<file path="config.mk">
export PLATFORM = sky130hd
export DESIGN_NAME = escs_host
export DESIGN_NICKNAME = d
export VERILOG_FILES = /design/src/core/escs_pkg.sv /design/src/core/escs_host.sv /design/src/core/escs_bus_cycle.sv
export VERILOG_INCLUDE_DIRS = /design/src /design/src/core
export SDC_FILE = /design/constraint.sdc
export NUM_CORES = 1
export LEC_CHECK = 0
export ABC_AREA = 1
export BUFFER_PORTS_ARGS = -buffer_cell sky130_fd_sc_hd__buf_4
export CAP_MARGIN = 20
export CORE_MARGIN = 8
export CORE_UTILIZATION = 40
export CTS_BUF_LIST = sky130_fd_sc_hd__clkbuf_8
export DETAILED_ROUTE_END_ITERATION = 12
export HOLD_SLACK_MARGIN = 0.08
export PLACE_DENSITY_LB_ADDON = 0.08
export SYNTH_ARGS = -nofsm -noshare
export SYNTH_HDL_FRONTEND = slang
export SYNTH_SLANG_ARGS = --single-unit
</file>
<file path="constraint.sdc">
create_clock -name clk -period 1.33 [get_ports clk]
set_clock_uncertainty 0.05 [all_clocks]
set_input_delay 0.1995 -clock clk [delete_from_list [all_inputs] [get_ports clk]]
set_output_delay 0.1995 -clock clk [all_outputs]
set_load 0.05 [all_outputs]
</file>
<file path="src/core/escs_consts.svh">
`ifndef ESCS_CONSTS_SVH
`define ESCS_CONSTS_SVH

`define ESCS_ADDR_UNLOCK1   23'h00_0555
`define ESCS_ADDR_UNLOCK2   23'h00_02AA
`define ESCS_DATA_UNLOCK1   16'h00AA
`define ESCS_DATA_UNLOCK2   16'h0055
`define ESCS_DATA_SETUP     16'h0080
`define ESCS_DATA_CHIP      16'h0010
`define ESCS_DATA_SUSPEND   16'h00B0
`define ESCS_DATA_RESUME    16'h0030
`define ESCS_DATA_ERASED    16'hFFFF
`define ESCS_BIT_POLL       7
`define ESCS_BIT_TOGGLE_A   6
`define ESCS_BIT_TOGGLE_B   2
`define ESCS_CLK_MHZ        40
`define ESCS_ERS_SUSP_US    20
`define ESCS_PGM_SUSP_US    15
`define ESCS_ERS_SUSP_CYC   (`ESCS_ERS_SUSP_US * `ESCS_CLK_MHZ)
`define ESCS_PGM_SUSP_CYC   (`ESCS_PGM_SUSP_US * `ESCS_CLK_MHZ)
`define ESCS_T_WR_CYC       4
`define ESCS_T_RD_CYC       4
`endif

</file>
<file path="src/core/escs_pkg.sv">
package escs_pkg;
   typedef enum logic [2:0] {
      ESCS_CMD_CHIP_ERASE,
      ESCS_CMD_ERASE_SUSPEND,
      ESCS_CMD_ERASE_RESUME,
      ESCS_CMD_PGM_SUSPEND,
      ESCS_CMD_PGM_RESUME,
      ESCS_CMD_POLL
   } escs_cmd_t;

   typedef struct packed {
      escs_cmd_t   cmd;
      logic [22:0] addr;
   } escs_req_t;

   typedef struct packed {
      logic        done;
      logic        ok;
      logic        timeout;
      logic [15:0] status;
   } escs_rsp_t;

   typedef struct packed {
      logic [22:0] addr;
      logic [15:0] dout;
      logic        dout_en;
      logic        ce_n;
      logic        oe_n;
      logic        we_n;
   } escs_pins_t;
endpackage

</file>
<file path="src/core/escs_host.sv">
`timescale 1ns/100ps
`include "escs_consts.svh"
// Host-side sequencer driving chip erase, suspend and resume on the flash pins.
module escs_host
   import escs_pkg::*;
#(
   parameter int unsigned ERS_SUSP_CYC = `ESCS_ERS_SUSP_CYC,
   parameter int unsigned PGM_SUSP_CYC = `ESCS_PGM_SUSP_CYC,
   parameter int unsigned T_WR         = `ESCS_T_WR_CYC,
   parameter int unsigned T_RD         = `ESCS_T_RD_CYC
) (
   input  wire logic        clk,
   input  wire logic        srst,
   input  wire logic        req_valid,
   output      logic        req_ready,
   input  wire escs_req_t   req,
   output      logic        rsp_valid,
   output      escs_rsp_t   rsp,
   input  wire logic [15:0] dq_in,
   output      escs_pins_t  pins,
   output      logic        flash_reset_n
);
   initial begin
      if (ERS_SUSP_CYC < 1 || PGM_SUSP_CYC < 1 || ERS_SUSP_CYC > 65535 ||
          PGM_SUSP_CYC > 65535) begin
         $error("escs_host: suspend wait out of range");
      end
   end

   typedef enum logic [2:0] {
      S_IDLE,
      S_WRITE,
      S_POLL,
      S_CHECK,
      S_RESP
   } escs_state_t;

   typedef struct packed {
      escs_state_t state;
      escs_cmd_t   cmd;
      logic [2:0]  step;
      logic [22:0] addr;
      logic [15:0] wait_cnt;
      logic [15:0] last;
      logic        have_last;
      logic        erasing;
      logic        suspended;
      logic        chip_busy;
      logic        rst_n;
      escs_rsp_t   rsp;
   } escs_host_st_t;

   escs_host_st_t st_ff;
   escs_host_st_t nxt_st;

   logic        bc_go;
   logic        bc_wr;
   logic [22:0] bc_addr;
   logic [15:0] bc_wdata;
   logic        bc_busy;
   logic        bc_done;
   logic [15:0] bc_rdata;
   logic [2:0]  nsteps;
   logic        toggling;

   escs_bus_cycle #(
      .T_WR (T_WR),
      .T_RD (T_RD)
   ) u_cycle (
      .clk      (clk),
      .srst     (srst),
      .go       (bc_go),
      .is_write (bc_wr),
      .addr     (bc_addr),
      .wdata    (bc_wdata),
      .dq_in    (dq_in),
      .busy     (bc_busy),
      .done     (bc_done),
      .rdata    (bc_rdata),
      .pins     (pins)
   );

   // Chip erase table, one write per step
   always_comb begin
      bc_addr  = st_ff.addr;
      bc_wdata = `ESCS_DATA_SUSPEND;
      nsteps   = 3'd1;
      case (st_ff.cmd)
         ESCS_CMD_CHIP_ERASE: begin
            nsteps = 3'd6;
            case (st_ff.step)
               3'd0, 3'd3: begin
                  bc_addr  = `ESCS_ADDR_UNLOCK1;
                  bc_wdata = `ESCS_DATA_UNLOCK1;
               end
               3'd1, 3'd4: begin
                  bc_addr  = `ESCS_ADDR_UNLOCK2;
                  bc_wdata = `ESCS_DATA_UNLOCK2;
               end
               3'd2: begin
                  bc_addr  = `ESCS_ADDR_UNLOCK1;
                  bc_wdata = `ESCS_DATA_SETUP;
               end
               default: begin
                  bc_addr  = `ESCS_ADDR_UNLOCK1;
                  bc_wdata = `ESCS_DATA_CHIP;
               end
            endcase
         end
         ESCS_CMD_ERASE_RESUME, ESCS_CMD_PGM_RESUME: bc_wdata = `ESCS_DATA_RESUME;
         default: bc_wdata = `ESCS_DATA_SUSPEND;
      endcase
   end

   // Toggle bits flip between consecutive reads while the device is busy
   assign toggling = st_ff.have_last &&
                     ((bc_rdata[`ESCS_BIT_TOGGLE_A] != st_ff.last[`ESCS_BIT_TOGGLE_A]) ||
                      (bc_rdata[`ESCS_BIT_TOGGLE_B] != st_ff.last[`ESCS_BIT_TOGGLE_B]));

   assign bc_go     = !bc_busy && !bc_done &&
                      (st_ff.state == S_WRITE || st_ff.state == S_POLL);
   assign bc_wr     = (st_ff.state == S_WRITE);
   assign req_ready = (st_ff.state == S_IDLE) && st_ff.rst_n;

   always_comb begin
      nxt_st         = st_ff;
      nxt_st.rst_n   = 1'b1;
      nxt_st.rsp.done = 1'b0;
      case (st_ff.state)
         S_IDLE: begin
            if (req_valid && st_ff.rst_n) begin
               nxt_st.cmd       = req.cmd;
               nxt_st.addr      = req.addr;
               nxt_st.step      = 3'd0;
               nxt_st.wait_cnt  = 16'h0000;
               nxt_st.have_last = 1'b0;
               nxt_st.rsp       = '0;
               // Writes during chip erase would be dropped; poll instead
               if (st_ff.chip_busy && req.cmd != ESCS_CMD_POLL) begin
                  nxt_st.state    = S_RESP;
               end else if (req.cmd == ESCS_CMD_POLL) begin
                  nxt_st.state = S_POLL;
               end else begin
                  nxt_st.state = S_WRITE;
               end
            end
         end
         S_WRITE: begin
            if (bc_done) begin
               if (st_ff.step == nsteps - 3'd1) begin
                  nxt_st.state = S_POLL;
                  case (st_ff.cmd)
                     ESCS_CMD_CHIP_ERASE: nxt_st.chip_busy = 1'b1;
                     ESCS_CMD_ERASE_SUSPEND, ESCS_CMD_PGM_SUSPEND: nxt_st.suspended = 1'b1;
                     ESCS_CMD_ERASE_RESUME, ESCS_CMD_PGM_RESUME: begin
                        nxt_st.suspended = 1'b0;
                        nxt_st.state     = S_RESP;
                        nxt_st.rsp.ok    = 1'b1;
                     end
                     default: nxt_st.suspended = st_ff.suspended;
                  endcase
               end else begin
                  nxt_st.step = st_ff.step + 3'd1;
               end
            end
         end
         S_POLL: begin
            // Suspend wait counts clock cycles, not reads, so the limit is real time
            nxt_st.wait_cnt = st_ff.wait_cnt + 16'h0001;
            if (bc_done) begin
               nxt_st.state = S_CHECK;
            end
         end
         S_CHECK: begin
            nxt_st.last       = bc_rdata;
            nxt_st.have_last  = 1'b1;
            nxt_st.rsp.status = bc_rdata;
            nxt_st.wait_cnt   = st_ff.wait_cnt + 16'h0001;
            if (st_ff.have_last && !toggling) begin
               // Quiet toggle bits: erase done, or suspended
               nxt_st.state      = S_RESP;
               nxt_st.rsp.ok     = 1'b1;
               if (st_ff.cmd == ESCS_CMD_CHIP_ERASE || st_ff.cmd == ESCS_CMD_POLL) begin
                  nxt_st.rsp.ok    = (st_ff.cmd == ESCS_CMD_POLL) ||
                                     bc_rdata[`ESCS_BIT_POLL];
                  nxt_st.chip_busy = 1'b0;
               end
            end else if (st_ff.cmd == ESCS_CMD_POLL && st_ff.have_last) begin
               nxt_st.state = S_RESP;
            end else if (st_ff.cmd == ESCS_CMD_ERASE_SUSPEND &&
                         st_ff.wait_cnt >= 16'(ERS_SUSP_CYC)) begin
               nxt_st.state       = S_RESP;
               nxt_st.rsp.timeout = 1'b1;
            end else if (st_ff.cmd == ESCS_CMD_PGM_SUSPEND &&
                         st_ff.wait_cnt >= 16'(PGM_SUSP_CYC)) begin
               nxt_st.state       = S_RESP;
               nxt_st.rsp.timeout = 1'b1;
            end else begin
               nxt_st.state = S_POLL;
            end
         end
         S_RESP: begin
            nxt_st.rsp.done = 1'b1;
            nxt_st.state    = S_IDLE;
         end
         default: nxt_st.state = S_IDLE;
      endcase
   end

   always_ff @(posedge clk) begin
      if (srst) begin
         st_ff <= '0;
      end else begin
         st_ff <= nxt_st;
      end
   end

   // Device reset pulses low while ours is asserted; aborts any erase
   assign flash_reset_n = st_ff.rst_n;
   assign rsp_valid     = st_ff.rsp.done;
   assign rsp           = st_ff.rsp;
endmodule

</file>
<file path="src/core/escs_bus_cycle.sv">
`timescale 1ns/100ps
`include "escs_consts.svh"
// One asynchronous write or read cycle on the flash pins.
module escs_bus_cycle
   import escs_pkg::*;
#(
   parameter int unsigned T_WR = `ESCS_T_WR_CYC,
   parameter int unsigned T_RD = `ESCS_T_RD_CYC
) (
   input  wire logic        clk,
   input  wire logic        srst,
   input  wire logic        go,
   input  wire logic        is_write,
   input  wire logic [22:0] addr,
   input  wire logic [15:0] wdata,
   input  wire logic [15:0] dq_in,
   output      logic        busy,
   output      logic        done,
   output      logic [15:0] rdata,
   output      escs_pins_t  pins
);
   initial begin
      if (T_WR < 2 || T_RD < 3 || T_WR > 255 || T_RD > 255) begin
         $error("escs_bus_cycle: strobe widths out of range");
      end
   end

   typedef struct packed {
      logic        act;
      logic        wr;
      logic [7:0]  cnt;
      logic        done;
      logic [15:0] rdata;
      logic [15:0] dq_s1;
      logic [15:0] dq_s2;
      escs_pins_t  pins;
   } escs_bc_t;

   escs_bc_t st_ff;
   escs_bc_t nxt_st;

   always_comb begin
      nxt_st       = st_ff;
      nxt_st.done  = 1'b0;
      nxt_st.dq_s1 = dq_in;
      nxt_st.dq_s2 = st_ff.dq_s1;
      if (!st_ff.act) begin
         if (go) begin
            nxt_st.act          = 1'b1;
            nxt_st.wr           = is_write;
            nxt_st.cnt          = 8'h00;
            nxt_st.pins.addr    = addr;
            nxt_st.pins.dout    = wdata;
            nxt_st.pins.dout_en = is_write;
            nxt_st.pins.ce_n    = 1'b0;
            nxt_st.pins.we_n    = !is_write;
            nxt_st.pins.oe_n    = is_write;
         end
      end else begin
         nxt_st.cnt = st_ff.cnt + 8'h01;
         // Device latches data on the rising write strobe
         if (st_ff.cnt == 8'((st_ff.wr ? T_WR : T_RD) - 1)) begin
            nxt_st.pins.we_n = 1'b1;
            nxt_st.pins.oe_n = 1'b1;
            nxt_st.rdata     = st_ff.dq_s2;
         end
         if (st_ff.cnt == 8'(st_ff.wr ? T_WR : T_RD)) begin
            nxt_st.act          = 1'b0;
            nxt_st.done         = 1'b1;
            nxt_st.pins.ce_n    = 1'b1;
            nxt_st.pins.dout_en = 1'b0;
         end
      end
   end

   always_ff @(posedge clk) begin
      if (srst) begin
         st_ff      <= '0;
         st_ff.pins <= '{addr: 23'h00_0000, dout: 16'h0000, dout_en: 1'b0,
                        ce_n: 1'b1, oe_n: 1'b1, we_n: 1'b1};
      end else begin
         st_ff <= nxt_st;
      end
   end

   assign busy  = st_ff.act;
   assign done  = st_ff.done;
   assign rdata = st_ff.rdata;
   assign pins  = st_ff.pins;
endmodule

</file>
==> impl_results.md, run 1 <==
- R2R depth: 9
- Final Hold Vio Count: 0
- Total gr overflow: 0
- Ys async rst share: 0
- Cell variety after synth: 41
- Area occupied by registers: 3287 µm²
- Max Freq: 0.6166 GHz
- Num Clock Sinks: 162
- Number of synthesized register bits: 162
- Clock-pin slew on the worst setup and hold paths: 0.09 ns
- CTS tree: done
- Gpl congestion: just over 0.8
- Most common cell after layout, fill and taps aside: nand2_1
- Worst Path Required: about 1.7 ns
- Layout fillers: 1530
- Nets@finish: 1174
- Hold Path Depth: 3
- Area occupied by multi-input gates: 3318 µm²
- Initial drt markers: 253
- Hold path endpoint: flash_reset_n
- Final Cell Area: 10320 µm²
- Largest net degree at the start of global routing: 76
- DRC violations left: 0
- Hold path startpoint: srst
- Number of synthesized flops with an enable pin: 0
- Seq/Total Area, Yosys: 0.4733
- Post-DRT Antenna Nets: 0
- Peak supply drop: 0.9117 mV
- WL/cell: 13.52 µm
- DRT Wirelength: 18360 µm
- Number of port buffers: between 100 and 150
- Number of standard cells after synthesis: 922
- Met1 usage: 0.2054
- ANT cells: 0
- Vias/cell: 4.652
- Leak: 0.004330 µW
- H-tree Lvls: 4
- Failing checks: setup timing
- Layout area overhead: 50.64%
- Clk_lat worst skew: ~0.46 ns
- Setup WS pre-CTS: -0.2007 ns
- FP Rows: 48
- Worst setup EP type: flop
- Busiest grt layer: met2
- # IOs: 110
- Total GRT Usage: 0.1695
- CP Max Fanout: 6
- Die ar.: 21570 µm²
- CTS Buf Count: 17
- Hold/Removal Path Class: in2reg
- Yosys warns: 0
- Die height: 146.9 µm
- Grt met3 use: 0.04368
- Non-Filler Instances: 1358
- Die width: 146.9 µm
- Met2 Usage GRT: 0.2878
- Maxcap violations: 0
- RSZ-0062 raised after global routing: yes
- Number of global-route vias before repair: 6185
- Placeable Area: 17000 µm²
- Clock Tree Buf Depth: 2
- Pins Over Slew Limit: 0
- Clock root cell: clkbuf_8
- Status: finished, violations left
- R2r setup slk: -0.29 ns
- Pwr/cell area: 1825 nW/µm²
- Dpl cells: 1252
- 1st-pass router iterations: 4
- # setup viols final: 128
- Layout cells sized above 1: 0.3901
- R2r endpoint: u_cycle.pins[36]
- Most used DFF post-synth: dfxtp_1
- Cell Area, Placed: 8189 µm²
- Synth Cell Area: 6852 µm²
- Vias: around 6300
- Fin crit period: roughly 1.6 ns
- Crit start category: flop
- Initial Utilization: 0.4031
- DP HPWL: 11620 µm
- Worst setup path class: reg2reg
- Final Worst Setup Slack: -0.2917 ns
- First-pass GRT wire length: 29790 µm
- R2R Path Start: st_ff[87]
- Most frequent cells in the layout: nand2_1, buf_4, dfxtp_1
- Syn avg cell area: between 7 and 8 µm²
- Arr. time, crit path: 1.96 ns
- Antenna violations before repair: 0
- Period utilization: 1.219
==> worst max-delay path, stage by stage, from the launching register on <==
cell     delay [ns]
dfxtp_4        0.37
nor2_4         0.17
buf_6          0.14
nand2_8        0.06
nand2_4        0.06
nand3_4        0.15
inv_8          0.16
buf_6          0.14
nand3_2        0.08
a21oi_2        0.15
==> worst max-delay path by stage <==
| stage | end | cells past startpoint | slack (ns) | from |
|---|---|---|---|---|
| after global placement | u_cycle.st_ff[99] | 8 | -0.17 | st_ff[87] |
| after global routing | u_cycle.pins[36] | 9 | -0.35 | st_ff[87] |
| after detailed placement | u_cycle.pins[7] | 9 | -0.20 | st_ff[87] |
| after CTS | req_ready | 4 | -0.26 | st_ff[86] |
| final | u_cycle.pins[36] | 9 | -0.29 | st_ff[87] |
| after floorplan | u_cycle.rdata[10] | 7 | -0.02 | u_cycle.st_ff[97] |
==> stage by stage <==
step | total power [µW] | hold WS, ns | TNS, ns | utilization
6_report | 18830 | 0.1625 | -24.42 | 0.6073
5_1_grt | 19830 | 0.1620 | -33.41 | 0.6073
4_1_cts | 17800 | 0.1411 | -20.66 | 0.5744
3_5_place_dp | 12220 | 0.3454 | -13.29 | 0.4818
3_3_place_gp | 12200 | 0.3390 | -12.49 | 0.4818
2_1_floorplan | 10270 | 0.2565 | -0.2205 | -
==> synthesized netlist by cell type, types with 7 or more instances <==
cell / count / area share
nand2_1: 204 / 0.11
buf_4: 67 / 0.073
nor2_1: 116 / 0.064
clkbuf_1: 21 / 0.012
o21ai_0: 49 / 0.036
dfxtp_1: 162 / 0.47
nor3_1: 7 / 0.0051
ha_1: 9 / 0.016
inv_1: 85 / 0.047
nand3_1: 37 / 0.027
a21oi_1: 97 / 0.071
inv_2: 8 / 0.0044
==> timing repair <==
item / CTS / global route
endpoints found under the setup margin: 132 / 147
buffers inserted: 19 / 8
resized for setup: 153 / 139
hold endpoints to repair: 42 / 0
pin swaps: 34 / 48
hold buffers: 42 / 0
cloned: 6 / 1
==> cells by family (layout without fill, tap and decap cells) <==
group,Yosys count,count (layout),synth area share
AND/OR/NAND/NOR,391,391,0.2372
buffers and inverters,192,396,0.1441
AO/OA/AOI/OAI,167,167,0.1284
flip-flops,162,162,0.4733
adder cells (fa/ha/maj),9,9,0.01644
other,1,8,0.0005473
==> flip-flops by register name, indices dropped and copies added (netlist names) <==
| signal | flops |
|---|---|
| rsp_valid | 1 |
| st_ff | 52 |
| u_cycle.done | 1 |
| u_cycle.rdata | 16 |
| u_cycle.nxt_st | 16 |
| u_cycle.busy | 1 |
| flash_reset_n | 1 |
| rsp | 18 |
| u_cycle.pins | 32 |
| u_cycle.st_ff | 24 |
==> cell type report <==
type | instances | share of cell area
Multi-Input combinational cell | 575 | 0.3215
Sequential cell | 162 | 0.3185
Timing Repair Buffer | 271 | 0.2553
Inverter | 93 | 0.03770
Tap cell | 225 | 0.02728
Clock buffer | 18 | 0.02400
Clock inverter | 14 | 0.01576
==> routing by layer <==
metal / up-vias / wire (µm)
li1: 3253 / -
met3: 18 / 796
met2: 103 / 9035
met1: 2943 / 8299
met5: - / 0
met4: 0 / 229
==> report_power, final <==
part	switching [µW]	leakage [µW]	internal (µW)
Sequential	450	0.00133	5450
Combinational	5220	0.00279	3940
Clock	2000	0.000208	1780
Total	7670	0.00433	11200
Note: power is estimated with default switching activity, not from simulation.
==> run 2, diff against run 1 <==
--- a/config.mk
+++ b/config.mk
@@ -15,6 +15,8 @@
 export DETAILED_ROUTE_END_ITERATION = 12
 export HOLD_SLACK_MARGIN = 0.08
 export PLACE_DENSITY_LB_ADDON = 0.08
+export SETUP_SLACK_MARGIN = 0.05
 export SYNTH_ARGS = -nofsm -noshare
 export SYNTH_HDL_FRONTEND = slang
+export SYNTH_HIERARCHICAL = 1
 export SYNTH_SLANG_ARGS = --single-unit
==> impl_results.md, run 2 <==
- Final core occ: 0.6243 (+0.01706)
- Vias/cell: 4.596 (-1.2%)
- Most used DFF post-synth: dfxtp_1
- Crit start category: flop
- CP Max Fanout: 10 (+4)
- Most flop-heavy register: st_ff
- Final Hold Vio Count: 0 (unchanged)
- 1st-pass router iterations: 4 (unchanged)
- R2R Path Start: st_ff[86]
- Number of port buffers: 109 (+7.9%)
- Peak supply drop: 0.8800 mV (-3.5%)
- RSZ-0062 raised after global routing: yes
- Layout fillers: 1620 (+5.9%)
- Syn avg cell area: 7.400 µm² (-0.43%)
- Total gr overflow: 0 (unchanged)
- Die ar.: 23330 µm² (+8.2%)
- Hold path startpoint: req_valid
- Share of Yosys cell area claimed by the top area cell type: 0.4630 (-0.01038)
- Number of standard cells after synthesis: 1011 (+9.7%)
- Number of global-route vias before repair: 6674 (+7.9%)
- Failing checks: setup timing
- Final Worst Setup Slack: -0.4452 ns (-0.1535 ns)
- Vias: 6719 (+6.4%)
- Cell variety after synth: 36 (-12%)
- Antenna violations before repair: 0 (unchanged)
- Gpl congestion: 0.7828 (-3.8%)
- Seq/Total Area, Yosys: 0.4630 (-0.01038)
- R2R depth: 13 (+4)
- Layout area overhead: 54.54%
- Num Clock Sinks: 173 (+6.8%)
- Non-Filler Instances: 1462 (+7.7%)
- # setup viols final: 128 (unchanged)
- Post-synth top area cell: dfxtp_1
- Total power: 13810 µW (-27%)
- # IOs: 110 (unchanged)
- Setup_tns: -34.73 ns (-10.31 ns)
- Largest registers: st_ff (52), u_cycle/pins (43), u_cycle/st_ff (24)
- Worst Path Required: 1.68 ns (about the same)
- FP Rows: 50 (+4.2%)
- H-tree Lvls: 4 (unchanged)
- Clock root cell: clkbuf_8
- DRT Wirelength: 20750 µm (+13%)
- Count leader, synth: nor2_1
- Most frequent cells in the layout: nor2_1, buf_4, nand2_1
- Hold/Removal Path Class: in2reg
- Clk_lat worst skew: 0.47 ns (about the same)
- Die height: 152.8 µm (+4.0%)
- Ys async rst share: 0 (unchanged)
- Max reg flops: 52 (unchanged)
- Clock Tree Buf Depth: 2 (unchanged)
- Post-synth top cells: nor2_1, dfxtp_1, nand2_1
- Status: finished, violations left
- Worst setup EP type: flop
- Leak: 0.005025 µW (+16%)
- Placeable Area: 18520 µm² (+9.0%)
- Layout cells sized above 1: 0.4503 (+0.06021)
- Initial drt markers: 304 (+20%)
- CTS Buf Count: 17 (unchanged)
- Arr. time, crit path: 2.12 ns (+0.16 ns)
- WL/cell: 14.19 µm (+5.0%)
- First-pass GRT wire length: 33490 µm (+12%)
- CTS tree: done
- Smallest hold slack: 0.2853 ns (+0.1228 ns)
- Number of synthesized register bits: 173 (+6.8%)
- R2r setup slk: -0.45 ns (-0.15 ns)
- Fin crit period: 1.775 ns (+0.1535 ns)
- Synth area leaders: dfxtp_1, nor2_1, buf_4, nand2_1, o21ai_0
- Pwr/cell area: 1195 nW/µm² (-35%)
- Pins Over Slew Limit: 0 (unchanged)
- DRC violations left: 0 (unchanged)
- Number of synthesized flops with an enable pin: 0 (unchanged)
- Worst setup path class: reg2reg
- Hold Path Depth: 6 (+3)
- Largest net degree at the start of global routing: 49 (-36%)
- Maxcap violations: 0 (unchanged)
- Synth Cell Area: 7481 µm² (+9.2%)
- Post-DRT Antenna Nets: 0 (unchanged)
- Max Freq: 0.5633 GHz (-8.6%)
- DP HPWL: 12510 µm (+7.7%)
- Clock-pin slew on the worst setup and hold paths: 0.10 ns (about the same)
- Nets@finish: 1270 (+8.2%)
- Most common cell after layout, fill and taps aside: nor2_1
- Total GRT Usage: 0.1737 (+0.004195)
- Period utilization: 1.335 (+0.1154)
- R2r endpoint: u_cycle/pins[8]
- Die width: 152.8 µm (+4.0%)
- Yosys warns: 6 (+6)
- Initial Utilization: 0.4040 (+0.0008652)
- Hold path endpoint: st_ff[43]
- ANT cells: 0 (unchanged)
- Dpl cells: 1337 (+6.8%)
-- run 2: cell count changes in the layout (fill, tap and decap cells not counted), moves of 9 or more --
cell | before | now
a21oi_1 | 66 | 47
buf_4 | 159 | 136
buf_6 | 46 | 80
buf_8 | 5 | 14
dfxtp_1 | 135 | 101
dfxtp_2 | 23 | 65
inv_1 | 73 | 102
nand2_1 | 179 | 106
nand2_2 | 13 | 25
nor2_1 | 96 | 161
nor2_2 | 7 | 18
o21ai_0 | 22 | 48
o21ai_2 | 16 | 33
o21ai_4 | 0 | 12
-- run 2: power breakdown --
part	switching, µW	internal, µW
Combinational	2440	1880
Clock	2080	1510
Sequential	282	5610
-- run 2: stage by stage --
| step | cell area [µm²] | setup slack (ns) |
|---|---|---|
| after floorplan | 7629 | -0.3553 |
| after global placement | 8741 | -0.3309 |
| after detailed placement | 8741 | -0.3366 |
| after CTS | 10630 | -0.4007 |
| after global routing | 11560 | -0.5567 |
| final | 11560 | -0.4452 |
-- run 2: timing repair --
item	in CTS	in global routing
pin swaps	43	46
gates cloned	11	5
setup buffers	26	20
setup endpoints to repair	192	204
resized for setup	203	267
hold buffers	43	0
hold endpoints to repair	49	0
-- run 2: area by class of cell --
cell class,instances,area [µm²],area share
Clock inverter,15,138.9,0.01201
Multi-Input combinational cell,605,3660,0.3166
Tap cell,234,292.8,0.02532
Timing Repair Buffer,298,3128,0.2706
Timing Repair inverter,2,32.53,0.002814
Inverter,118,504.2,0.04361
Sequential cell,173,3571,0.3089
Clock buffer,17,234.0,0.02024
-- run 2: worst max-delay path by stage --
| stage | depth (start not counted) | to | startpoint | slack (ns) |
|---|---|---|---|---|
| floorplan | 13 | u_cycle/pins[2] | st_ff[86] | -0.36 |
| global placement | 12 | u_cycle/st_ff[97] | st_ff[86] | -0.33 |
| detailed placement | 12 | u_cycle/st_ff[97] | st_ff[86] | -0.34 |
| CTS | 13 | u_cycle/pins[8] | st_ff[86] | -0.40 |
| global route | 13 | u_cycle/pins[11] | st_ff[86] | -0.56 |
| finish | 13 | u_cycle/pins[8] | st_ff[86] | -0.45 |
-- run 2: cell families after synthesis --
group / share of synthesized area
compound gates: 0.1346
mux: 0.001338
fa+ha+maj: 0.01673
other cells: 0.0005013
buf+inv: 0.1701
simple gates: 0.2137
flops: 0.4630
-- run 2: critical path, stage by stage (launching register included) --
cell and delay, ns:
dfxtp_4 0.38, buf_6 0.09, inv_2 0.03, nor2_4 0.10
nand2_2 0.07, nor2_2 0.07, inv_1 0.06, a21oi_2 0.13
inv_2 0.06, nor2_4 0.17, buf_6 0.16, clkbuf_16 0.16
o21ai_0 0.07, nor2_1 0.10
-- run 2: per-layer routing --
layer | GRT usage | up-vias | part of all wire
li1 | - | 3504 | -
met3 | 0.04481 | 11 | 0.042
met5 | 0 | - | 0
met4 | 0.04241 | 0 | 0.0064
met1 | 0.2241 | 3100 | 0.47
met2 | 0.2843 | 104 | 0.48
